<file path="src/pixel_link_pkg.sv">
package pixel_link_pkg;
    // parallel word and lane layout
    localparam int unsigned WORD_W = 21;
    localparam int unsigned COLOR_W = 6;
    localparam int unsigned LANE_N = 3;
    localparam int unsigned SLOT_N = 7;
    // control bit positions inside the parallel word
    localparam int unsigned LINE_SYNC_POS = 18;
    localparam int unsigned FRAME_SYNC_POS = 19;
    localparam int unsigned DATA_VALID_POS = 20;
    // forwarded clock pattern, slot 0 first: four high, three low
    localparam logic [6:0] FWD_CLK_PATTERN = 7'h0F;
    // serial slot clock: one slot per this many core cycles
    localparam int unsigned SLOT_DIV = 1;
    // reset values
    localparam logic [20:0] WORD_RESET = 21'h000000;
    localparam logic [2:0] LANE_RESET = 3'h0;
endpackage

</file>
<file path="src/pixel_lvds_serializer_tx.sv">
// Function
// - capture all 21 parallel bits together
// - default capture on falling shift edge
// - edge select high means rising capture
// - power down low tristates all lane and forwarded clock outputs
// - seven slots per lane per shift period
// - three serial data lanes carry word
// - forwarded clock at shift clock rate
`timescale 1ns/1ps
module pixel_lvds_serializer_tx #(
    parameter int unsigned DEPTH = 2
) (
    // clock and reset
    input wire logic core_clk,
    input wire logic rst,
    // parallel side from the graphics controller
    input wire logic shift_clock_in,
    input wire logic [20:0] parallel_pixel_in,
    input wire logic strobe_edge_select,
    input wire logic power_down_n,
    // serial side
    output logic [2:0] serial_lane_out,
    output logic [2:0] serial_lane_oe,
    output logic forwarded_clock_out,
    output logic forwarded_clock_oe,
    // buffer state for observation
    output logic overrun
);
    // elaboration check: the buffer logic serves two entries only
    if (DEPTH != 2)
    begin : g_bad_depth
        $error("buffer depth must be 2");
    end

    // two-flop synchronisers for the pins, third flop for edge detect
    logic clk_s1_q, clk_s2_q, clk_s3_q;
    logic [20:0] pix_s1_q, pix_s2_q;
    logic sel_s1_q, sel_s2_q, pd_s1_q, pd_s2_q;

    // synchronise every pin input
    always_ff @(posedge core_clk or posedge rst)
    begin
        if (rst)
        begin
            clk_s1_q <= 1'b0;
            clk_s2_q <= 1'b0;
            clk_s3_q <= 1'b0;
            pix_s1_q <= pixel_link_pkg::WORD_RESET;
            pix_s2_q <= pixel_link_pkg::WORD_RESET;
            sel_s1_q <= 1'b0;
            sel_s2_q <= 1'b0;
            pd_s1_q <= 1'b0;
            pd_s2_q <= 1'b0;
        end
        else
        begin
            clk_s1_q <= shift_clock_in;
            clk_s2_q <= clk_s1_q;
            clk_s3_q <= clk_s2_q;
            pix_s1_q <= parallel_pixel_in;
            pix_s2_q <= pix_s1_q;
            sel_s1_q <= strobe_edge_select;
            sel_s2_q <= sel_s1_q;
            pd_s1_q <= power_down_n;
            pd_s2_q <= pd_s1_q;
        end
    end

    // edge detection on the synchronised shift clock
    logic rise, fall, strobe, active;
    assign rise = clk_s2_q & ~clk_s3_q;
    assign fall = ~clk_s2_q & clk_s3_q;
    assign active = pd_s2_q;
    assign strobe = active & (sel_s2_q ? rise : fall);

    // two-entry buffer
    logic [20:0] buf_q [0:1];
    logic [20:0] buf_d [0:1];
    logic [1:0] cnt_q, cnt_d;
    logic in_valid, in_ready, out_valid, out_ready, ovr_q, ovr_d;
    assign in_valid = strobe;
    assign in_ready = cnt_q != 2'h2;
    assign out_valid = cnt_q != 2'h0;

    // slot machine
    typedef enum logic [0:0] {ST_IDLE, ST_SEND} state_t;
    state_t st_q, st_d;
    logic [2:0] slot_q, slot_d;
    logic [20:0] word_q, word_d;
    assign out_ready = (st_q == ST_IDLE) |
        (slot_q == 3'(pixel_link_pkg::SLOT_N - 1));

    // buffer next state; whole word moves as one
    always_comb
    begin
        buf_d[0] = buf_q[0];
        buf_d[1] = buf_q[1];
        cnt_d = cnt_q;
        ovr_d = ovr_q | (in_valid & ~in_ready);
        if (out_valid & out_ready)
        begin
            buf_d[0] = buf_q[1];
            cnt_d = cnt_d - 2'h1;
        end
        if (in_valid & in_ready)
        begin
            buf_d[cnt_d[0]] = pix_s2_q;
            cnt_d = cnt_d + 2'h1;
        end
        if (!active)
        begin
            cnt_d = 2'h0;
            ovr_d = 1'b0;
        end
    end

    // buffer registers
    always_ff @(posedge core_clk or posedge rst)
    begin
        if (rst)
        begin
            buf_q[0] <= pixel_link_pkg::WORD_RESET;
            buf_q[1] <= pixel_link_pkg::WORD_RESET;
            cnt_q <= 2'h0;
            ovr_q <= 1'b0;
        end
        else
        begin
            buf_q[0] <= buf_d[0];
            buf_q[1] <= buf_d[1];
            cnt_q <= cnt_d;
            ovr_q <= ovr_d;
        end
    end

    // serialiser next state
    always_comb
    begin
        st_d = st_q;
        slot_d = slot_q;
        word_d = word_q;
        if (out_valid & out_ready)
        begin
            st_d = ST_SEND;
            slot_d = 3'h0;
            word_d = buf_q[0];
        end
        else if (st_q == ST_SEND)
        begin
            if (slot_q == 3'(pixel_link_pkg::SLOT_N - 1))
                st_d = ST_IDLE;
            else
                slot_d = slot_q + 3'h1;
        end
        if (!active)
        begin
            st_d = ST_IDLE;
            slot_d = 3'h0;
        end
    end

    // serialiser registers
    always_ff @(posedge core_clk or posedge rst)
    begin
        if (rst)
        begin
            st_q <= ST_IDLE;
            slot_q <= 3'h0;
            word_q <= pixel_link_pkg::WORD_RESET;
        end
        else
        begin
            st_q <= st_d;
            slot_q <= slot_d;
            word_q <= word_d;
        end
    end

    // lane bit selection, registered
    logic [2:0] lane_d, lane_q;
    logic fclk_d, fclk_q;
    always_comb
    begin
        for (int k = 0; k < int'(pixel_link_pkg::LANE_N); k++)
            lane_d[k] = word_q[k * int'(pixel_link_pkg::SLOT_N) + int'(slot_q)];
        fclk_d = pixel_link_pkg::FWD_CLK_PATTERN[slot_q];
        if (st_q != ST_SEND)
        begin
            lane_d = pixel_link_pkg::LANE_RESET;
            fclk_d = 1'b0;
        end
    end

    // output registers
    always_ff @(posedge core_clk or posedge rst)
    begin
        if (rst)
        begin
            lane_q <= pixel_link_pkg::LANE_RESET;
            fclk_q <= 1'b0;
        end
        else
        begin
            lane_q <= lane_d;
            fclk_q <= fclk_d;
        end
    end

    assign serial_lane_out = lane_q;
    assign forwarded_clock_out = fclk_q;
    assign serial_lane_oe = {3{active}};
    assign forwarded_clock_oe = active;
    assign overrun = ovr_q;

    property p_pd;
        @(posedge core_clk) disable iff (rst)
        !pd_s2_q |-> (serial_lane_oe == 3'h0) && !forwarded_clock_oe;
    endproperty
    a_pd: assert property (p_pd) else $error("driver on in power down");

    // lanes quiet once power down settles
    property p_pdq;
        @(posedge core_clk) disable iff (rst)
        (!pd_s2_q && !$past(pd_s2_q)) |=>
            (serial_lane_out == 3'h0) && !forwarded_clock_out;
    endproperty
    a_pdq: assert property (p_pdq) else $error("lanes busy");

    property p_fall;
        @(posedge core_clk) disable iff (rst)
        (fall && !sel_s2_q && pd_s2_q && cnt_q == 2'h0) |=> cnt_q != 2'h0;
    endproperty
    a_fall: assert property (p_fall) else $error("falling capture lost");

    // rising edge ignored when falling selected
    property p_sel;
        @(posedge core_clk) disable iff (rst)
        (rise && !sel_s2_q && !out_valid) |=> cnt_q == 2'h0;
    endproperty
    a_sel: assert property (p_sel) else $error("wrong strobe edge");

    property p_slots;
        @(posedge core_clk) disable iff (rst || !pd_s2_q)
        $rose(st_q == ST_SEND) |-> ##6 slot_q == 3'h6;
    endproperty
    a_slots: assert property (p_slots) else $error("slot count wrong");

    property p_fclk;
        @(posedge core_clk) disable iff (rst)
        (st_q == ST_SEND && slot_q == 3'h3 && pd_s2_q) |=> fclk_q;
    endproperty
    a_fclk: assert property (p_fclk) else $error("clock pattern wrong");

    // lane 2 carries bit 14 first
    property p_map;
        @(posedge core_clk) disable iff (rst)
        (st_q == ST_SEND && slot_q == 3'h0) |=>
            lane_q[2] == $past(word_q[14]);
    endproperty
    a_map: assert property (p_map) else $error("lane map wrong");

    property p_cap;
        @(posedge core_clk) disable iff (rst)
        (in_valid && cnt_q == 2'h0 && !out_ready) |=>
            buf_q[0] == $past(pix_s2_q);
    endproperty
    a_cap: assert property (p_cap) else $error("word capture wrong");

    property p_idle;
        @(posedge core_clk) disable iff (rst)
        st_q == ST_IDLE |=> (lane_q == 3'h0) && !fclk_q;
    endproperty
    a_idle: assert property (p_idle) else $error("lanes not idle");
endmodule

</file>
<file path="config.mk">
export PLATFORM = sky130hd
export DESIGN_NAME = pixel_lvds_serializer_tx
export DESIGN_NICKNAME = d
export VERILOG_FILES = /design/src/pixel_link_pkg.sv /design/src/pixel_lvds_serializer_tx.sv
export SDC_FILE = /design/constraint.sdc
export NUM_CORES = 1
export LEC_CHECK = 0
export BUFFER_PORTS_ARGS = -buffer_cell sky130_fd_sc_hd__buf_2
export CORE_MARGIN = 3
export CORE_UTILIZATION = 45
export DETAILED_ROUTE_END_ITERATION = 10
export GPL_ROUTABILITY_DRIVEN = 0
export PLACE_DENSITY = 0.65
export SETUP_SLACK_MARGIN = 0.15
export SYNTH_ARGS = -nofsm -noshare
export SYNTH_HDL_FRONTEND = slang
export SYNTH_SLANG_ARGS = --single-unit
</file>
<file path="constraint.sdc">
create_clock -name core_clk -period 4.69 [get_ports core_clk]
set_clock_uncertainty 0.15 [all_clocks]
set_input_delay 0.938 -clock core_clk [delete_from_list [all_inputs] [get_ports core_clk]]
set_output_delay 0.938 -clock core_clk [all_outputs]
set_load 0.01 [all_outputs]
</file>
# == Yosys cells after proc, flatten, opt, wreduce, memory -nomap -nowiden ==
# Memory sizes are Yosys's and may differ from the RTL's.
# Index checks and enable logic that the tools add are counted.
# word_totals
regBits,123
romBits,8
input_bits,26
out_inout_bits,9
word_cells,79
memories,1
# memory_table
memory,words,width,rd,rd_ports_with_merged_regs,write_ports,line,text
(no name shown),8,1,1,0,0,pixel_lvds_serializer_tx.sv:186,fclk_d = pixel_link_pkg::FWD_CLK_PATTERN[slot_q];
# op_classes
n_addsub,5
n_lt_le_gt_ge,6
eq_ne,4
n_mux,29
bitwise,13
reduce_logical,3
# ops
op,n
$bwmux 42,1
$mux 21,2
$mux 42,1
$demux 21 s1,1
$mux 3,5
$mux 1,13
$bmux 1 s5,2
$and 1x1->1,6
$lt 3x6->1 const B,1
$lt 4x6->1 const B,1
$lt 5x6->1 const B,1
$mux 2,3
$add 4x3->5 const A,1
$add 3x3->4 const A,1
$lt 3x4->1 const B,1
$not 1->1,4
$add 3x1->3 const B,1
$bmux 1 s3,1
$eq 3x3->1 const B,1
$ne 3x1->1 const B,1
$ne 3x2->1 const B,1
$add 2x1->2 const B,1
$ge 2x2->1 const B,1
$lt 2x1->1 const B,1
7 further kinds,8

# == Logic depth before layout (Yosys ltp) ==
# Gate-level depths: netlist of run 1.
# depth
depth_word,11
depth_mapped,9
mapped_depth_nobuf,7

# == Worst setup path before layout of run 1 ==
# Ideal clock, no wire load.
# synth_timing
path_type,reg2reg
startpoint,register slot_q[0]
endpoint,register (tool-made name)
setup_time_ps,125
t_arrival_ps,2318
required_ps,4415
slack_ps,2097
path_stages_with_launch,10
path_buffers,2
synth_period_minus_slack_ps,2593
cell_sequence,dfrtp_1 > buf_2 > inv_1 > ha_1 > a21boi_4 > or3_4 > nand2_1 > ha_1 > clkbuf_1 > mux2_2
# synth_rtl
item,line,text
from (decl),pixel_lvds_serializer_tx.sv:88,"logic [2:0] slot_q, slot_d;"
from (signal assigned),pixel_lvds_serializer_tx.sv:174,slot_q <= slot_d;

==> results of run 1 <==
==> cell usage in the layout, fill, tap and decap left out, types with 4 or more instances in the layout <==
| master | n |
|---|---|
| a21boi_0 | 6 |
| buf_2 | 34 |
| clkbuf_16 | 16 |
| dfrtp_1 | 123 |
| ha_1 | 8 |
| inv_1 | 6 |
| mux2_2 | 74 |
| mux2_4 | 10 |
| mux4_2 | 8 |
| nand2_1 | 9 |
| nand3b_1 | 4 |
==> critical path: stages, from the launching register on <==
cell and delay [ns]:
dfrtp_1 0.54, inv_1 0.29, ha_1 0.28, a21boi_4 0.11, nor2_4 0.61, buf_4 0.33, mux2_2 0.35, mux2_2 0.26
==> worst max path at each step <==
stage                          endpoint  slack, ns                  start  cells after the start
floorplan                     async pin       0.33                    rst                      1
global placement    buf_q[28]$_DFF_PP0_       1.66  slot_q[0]$_DFFE_PP0P_                      7
detailed placement  buf_q[23]$_DFF_PP0_       1.60  slot_q[0]$_DFFE_PP0P_                      7
CTS                 buf_q[23]$_DFF_PP0_       1.59  slot_q[0]$_DFFE_PP0P_                      7
global route        buf_q[23]$_DFF_PP0_       1.39  slot_q[0]$_DFFE_PP0P_                      7
finish              buf_q[23]$_DFF_PP0_       1.64  slot_q[0]$_DFFE_PP0P_                      7
==> cells by family (layout without fill, tap and decap cells) <==
kind of cell	after synthesis	count (layout)	synth area share, %
adders and majority gates	8	8	2.06
and+or+nand+nor	26	26	3.06
buffers and inverters	21	76	2.93
xor gates and xnor gates	1	1	0.180
DFF	123	123	63.3
AOI/OAI and AO/OA	19	19	3.63
muxes	95	95	24.9
==> per-layer routing <==
layer | vias up | global-route usage (%)
met4 | 0 | 4.72
met5 | - | 0
li1 | 1123 | -
met2 | 33 | 19.8
met1 | 1225 | 19.6
met3 | 7 | 4.37
==> power groups by stage <==
stage	logic [mW]	clock network [mW]	registers [mW]
after floorplan	0.952	0	1.52
after global placement	1.05	0	1.59
after detailed placement	1.08	0	1.60
after CTS	1.09	1.20	1.59
after global routing	1.19	1.25	1.63
final	1.08	1.17	1.58
==> cell usage after synthesis, types with 2 or more instances <==
cell type	n	area share [%]
dfrtp_1	123	63
buf_6	3	0.69
a211oi_1	2	0.31
nor2_1	2	0.15
clkbuf_1	2	0.15
nand2_1	9	0.69
mux4_2	8	3.7
nand3b_1	4	0.62
a21boi_4	2	0.77
o21a_1	2	0.31
mux2_2	74	17
buf_2	2	0.21
nand3_1	3	0.31
buf_4	6	0.93
mux2_4	10	3.1
mux2i_1	2	0.41
o211ai_1	2	0.31
a21boi_0	6	0.93
inv_1	7	0.54
ha_1	8	2.1
==> area by class of cell <==
cell class	instances	share of cell area, %
clock buffer	22	7.98
clock inverter	10	1.65
timing repair buffer	37	3.61
multi-input combinational	149	29.0
inverter	7	0.507
tap	136	3.00
sequential	123	54.2
==> impl_metrics.tcl, run 1 <==
set metrics [dict create \
    tightest_slew_ns 0.937 \
    drive_gt1_share_pct 48.3 \
    slew_viol_final 0 \
    clock.fmax_mhz 328 \
    postRouteAntennaNets 0 \
    reg2reg_depth 7 \
    overflow 0 \
    dieWidth_um 110 \
    min_period_ns 3.05 \
    ys_seq_area_share_pct 63.3 \
    synth.avg_cell_area_um2 16.6 \
    portBuffers 34 \
    dp_hpwl_mm 4.58 \
    synth_nets 327 \
    via_per_inst 4.93 \
    hold_class "reg2reg" \
    drt_iter0_drc 73 \
    period_share_pct 65.0 \
    syn-cell-area_mm2 0.00486 \
    vias 2388 \
    p_int_mw 2.80 \
    status "completed" \
    worst_hold_slack_ns 0.193 \
    die_h_um 110 \
    grt_pass1_wl_mm 12.5 \
    p_leak_nw 2.54 \
    fin_area_mm2 0.00568 \
    peakVddDrop_mv 0.230 \
    fin_tns_setup_ns 0 \
    clkSinkCount 123 \
    crit_path_start_kind "register" \
    final_cells 484 \
    reg2reg_to "buf_q[23]$_DFF_PP0_" \
    place_inst 452 \
    slew_headroom_pct 37.5 \
    regToRegStartpoint "slot_q[0]$_DFFE_PP0P_" \
    seqPwrFrac_pct 41.3 \
    cts_tree "done" \
    fillCellCount 844 \
    finalSetupViolations 0 \
    hold_viol_final 0 \
    post_cts_resized 0 \
    wirelength_met1_mm 3.63 \
    p_clk_share_pct 30.6 \
    htree_levels 4 \
    ys_seq_elements 123 \
    cts_root_buf "clkbuf_8" \
    post_drt_wl_per_cell_um 15.2 \
    synth_cell_types 36 \
    antennaDiodeCount 0 \
    route.met3.wl_um 232 \
    arrival_ns 3.27 \
    core_area_mm2 0.0104 \
    initial_core_util_pct 46.7 \
    total_power_mw 3.83 \
    grt_usage_pct 13.7 \
    worstPathRequired_ns 4.91 \
    post-route-util_pct 54.5 \
    min_from "pix_s1_q[17]$_DFF_PP0_" \
    multi_input_area_mm2 0.00165 \
    post_dp_cell_area_mm2 0.00513 \
    yosysWarnings 0 \
    fp-row-count 37 \
    post-cts-setup-buffers 0 \
    dp_slack_ns 1.60 \
    drc 0 \
    synth-edff-count 0 \
    cap_viol_max_count 0 \
    synth_cells 293 \
    swShare_pct 27.1 \
    cts_made_buffers 17 \
    finalWorstSetupSlack_ns 1.64 \
    crit_path_end_kind "register" \
    antenna_found_initial 0 \
    met2_length_mm 3.41 \
    hold_end "pix_s2_q[17]$_DFF_PP0_" \
    fin_nets 369 \
    reg2reg_slack_ns 1.64 \
    regArea_mm2 0.00308 \
    synth_flop_cell "dfrtp_1" \
    pwr-share-comb_pct 28.1 \
    hold_buffers 0 \
    routed.top_layer "met4" \
    ios 35 \
    clk_pin_slew_ns 0.06 \
    finalWirelength_mm 7.36 \
    powerDensity_mw_per_mm2 675 \
    hold_depth 0 \
    grt_max_degree 77 \
    async_flop_share_pct 100 \
    rsz0062_at_grt "no" \
    clock_latency_ns 0.49 \
    p_sw_mw 1.04 \
    clockBufferDepth 2 \
    grt_pass1_vias 2434 \
    path_class "reg2reg" \
    drt-pass1-iter-count 4 \
    die-area_mm2 0.0121 \
    area_growth_pct 16.7 \
    cp_max_fo 25 \
]
Power figures use the tool's default switching activity.
==> run 2, diff against run 1 <==
- ABC_AREA: not set -> 1
- PLACE_DENSITY: 0.65 -> 0.68
- clock period: 4.69 -> 2.5 ns (I/O delays scaled with it)
==> run 2 against run 1 <==
Sequential power is 79% higher; critical path type unchanged; critical path depth grew 3; utilization grew 1.2 points; design area grew 6.8%; synthesized cell count grew 74%; count of clock-buffer cells in the layout decreased by 3; highest routed layer unchanged; die area grew 3.5%; total power up 89%; non-clock buffer count grew 29; register-to-register slack worse by 1.2 ns.
==> impl_metrics.tcl, run 2 <==
set metrics [dict create \
    status "completed" \
    yosys-top-cells-count "dfrtp_1 (123), nand2_1 (117), inv_1 (58)" \
    ys_seq_elements 123 \
    synth_flop_cell "dfrtp_1" \
    p_leak_nw 3.04 \
    fillCellCount 911 \
    cp_max_fo 9 \
    peakVddDrop_mv 0.543 \
    drive_gt1_share_pct 19.0 \
    post_drt_wl_per_cell_um 12.6 \
    initial_core_util_pct 46.4 \
    synth_most_common_cell "dfrtp_1" \
    yosysWarnings 0 \
    clockBufferDepth 2 \
    drt-pass1-iter-count 4 \
    cts_root_buf "clkbuf_8" \
    yosys.area.top_type "dfrtp_1" \
    fin_nets 602 \
    final_cell_mix "dfrtp_1 (123), nand2_1 (117), inv_1 (57)" \
    ios 35 \
    drc 0 \
    synth_cell_types 29 \
    async_flop_share_pct 100 \
    antennaDiodeCount 0 \
    fin_area_mm2 0.00606 \
    synth-edff-count 0 \
    grt_pass1_vias 3416 \
    portBuffers 34 \
    syn-cell-area_mm2 0.00505 \
    finalSetupViolations 0 \
    finalWirelength_mm 9.08 \
    vias 3463 \
    postRouteAntennaNets 0 \
    core_area_mm2 0.0109 \
    reg2reg_depth 10 \
    path_class "reg2reg" \
    reg2reg_slack_ns 0.42 \
    regArea_mm2 0.00308 \
    area_growth_pct 20.1 \
    multi_input_area_mm2 0.00157 \
    grt_max_degree 124 \
    tightest_slew_ns 0.637 \
    period_share_pct 83.4 \
    dieWidth_um 112 \
    dp_slack_ns 0.303 \
    synth.avg_cell_area_um2 9.92 \
    grt_usage_pct 15.9 \
    synth_nets 543 \
    fp-row-count 38 \
    dp_hpwl_mm 5.78 \
    cts_made_buffers 17 \
    yosys.area.top_type_share_pct 61.0 \
    post_dp_cell_area_mm2 0.00530 \
    clock_latency_ns 0.51 \
    synth_cells 509 \
    antenna_found_initial 0 \
    crit_path_start_kind "register" \
    slew_headroom_pct 57.5 \
    final_cells 720 \
    htree_levels 4 \
    cts_tree "done" \
    drt_iter0_drc 211 \
    overflow 0 \
    clk_pin_slew_ns 0.06 \
    arrival_ns 2.37 \
    finalWorstSetupSlack_ns 0.415 \
    fin_tns_setup_ns 0 \
    ys_seq_area_share_pct 61.0 \
    die_h_um 112 \
    worstPathRequired_ns 2.78 \
    synthTopCellsByArea "dfrtp_1 (61%), nand2_1 (8.7%), nand3_1 (4.5%)" \
    place_inst 665 \
    grt_pass1_wl_mm 16.0 \
    die-area_mm2 0.0125 \
    hold_class "in2async" \
    cap_viol_max_count 0 \
    crit_path_end_kind "register" \
    via_per_inst 4.81 \
    powerDensity_mw_per_mm2 1190 \
    layout_commonest_cell "dfrtp_1" \
    rsz0062_at_grt "no" \
    clkSinkCount 123 \
    hold_viol_final 0 \
    min_period_ns 2.08 \
    clock.fmax_mhz 480 \
    slew_viol_final 0 \
]
==> run 2: path summary, 6_finish.rpt <==
check                                        from                            end
setup / recovery            slot_q[1]$_DFFE_PP0P_   serial_lane_out[1]$_DFF_PP0_
hold / removal                                rst          pix_s2_q[5]$_DFF_PP0_
setup reg to reg            slot_q[1]$_DFFE_PP0P_   serial_lane_out[1]$_DFF_PP0_
hold reg to reg            pix_s1_q[18]$_DFF_PP0_         pix_s2_q[18]$_DFF_PP0_
max in group asynchronous                     rst  forwarded_clock_out$_DFF_PP0_
min in group core_clk      pix_s1_q[18]$_DFF_PP0_         pix_s2_q[18]$_DFF_PP0_
==> run 2: final cells by class <==
cell class,instances,share of cell area [%]
Clock buffer,19,6.95
Clock inverter,12,1.69
Inverter,59,3.84
Multi-Input combinational cell,301,25.9
Sequential cell,123,50.8
Tap cell,140,2.89
Timing Repair Buffer,66,7.97
==> run 2: cells by family after synthesis <==
family / Yosys count / share of synthesized area [%]
mux: 1 / 0.223
fa+ha+maj: 8 / 1.98
simple gates: 205 / 18.5
xor+xnor: 3 / 0.521
flops: 123 / 61.0
buf+inv: 85 / 7.96
compound gates: 84 / 9.87
==> run 2: per-stage QoR <==
stage | power [mW] | hold WS (ns) | util [%]
finish | 7.24 | 0.00188 | 55.7
floorplan | 4.64 | 0.181 | -
detailed placement | 5.11 | 0.185 | 48.6
global route | 7.82 | 0.0602 | 55.7
CTS | 7.29 | 0.0468 | 55.7
global placement | 5.00 | 0.181 | 48.6
==> run 2: power breakdown <==
group	switching (mW)	internal, mW
Clock	0.822	1.30
Combinational	1.46	0.833
Sequential	0.255	2.57
==> run 2: timing repair <==
| item | in CTS | in global routing |
|---|---|---|
| endpoints found under the hold margin | 24 | 0 |
| setup buffers | 0 | 0 |
| setup endpoints to repair | 0 | 9 |
| resized for setup | 0 | 1 |
| hold buffers | 24 | 0 |
==> run 2: critical path: stages, from the launching register on <==
cell,delay (ns)
dfrtp_1,0.38
buf_4,0.17
inv_1,0.26
ha_1,0.36
inv_1,0.21
nand3_1,0.12
nand3_1,0.10
nand2_1,0.06
nand2_1,0.07
nand2_1,0.05
nor2_1,0.09
==> run 2: per-layer routing <==
metal | global-route usage [%] | vias up | wire length [µm]
li1 | - | 1729 | -
met1 | 21.1 | 1647 | 4200
met2 | 24.1 | 74 | 4260
met3 | 5.76 | 13 | 465
met4 | 6.00 | 0 | 155
met5 | 0 | - | 0
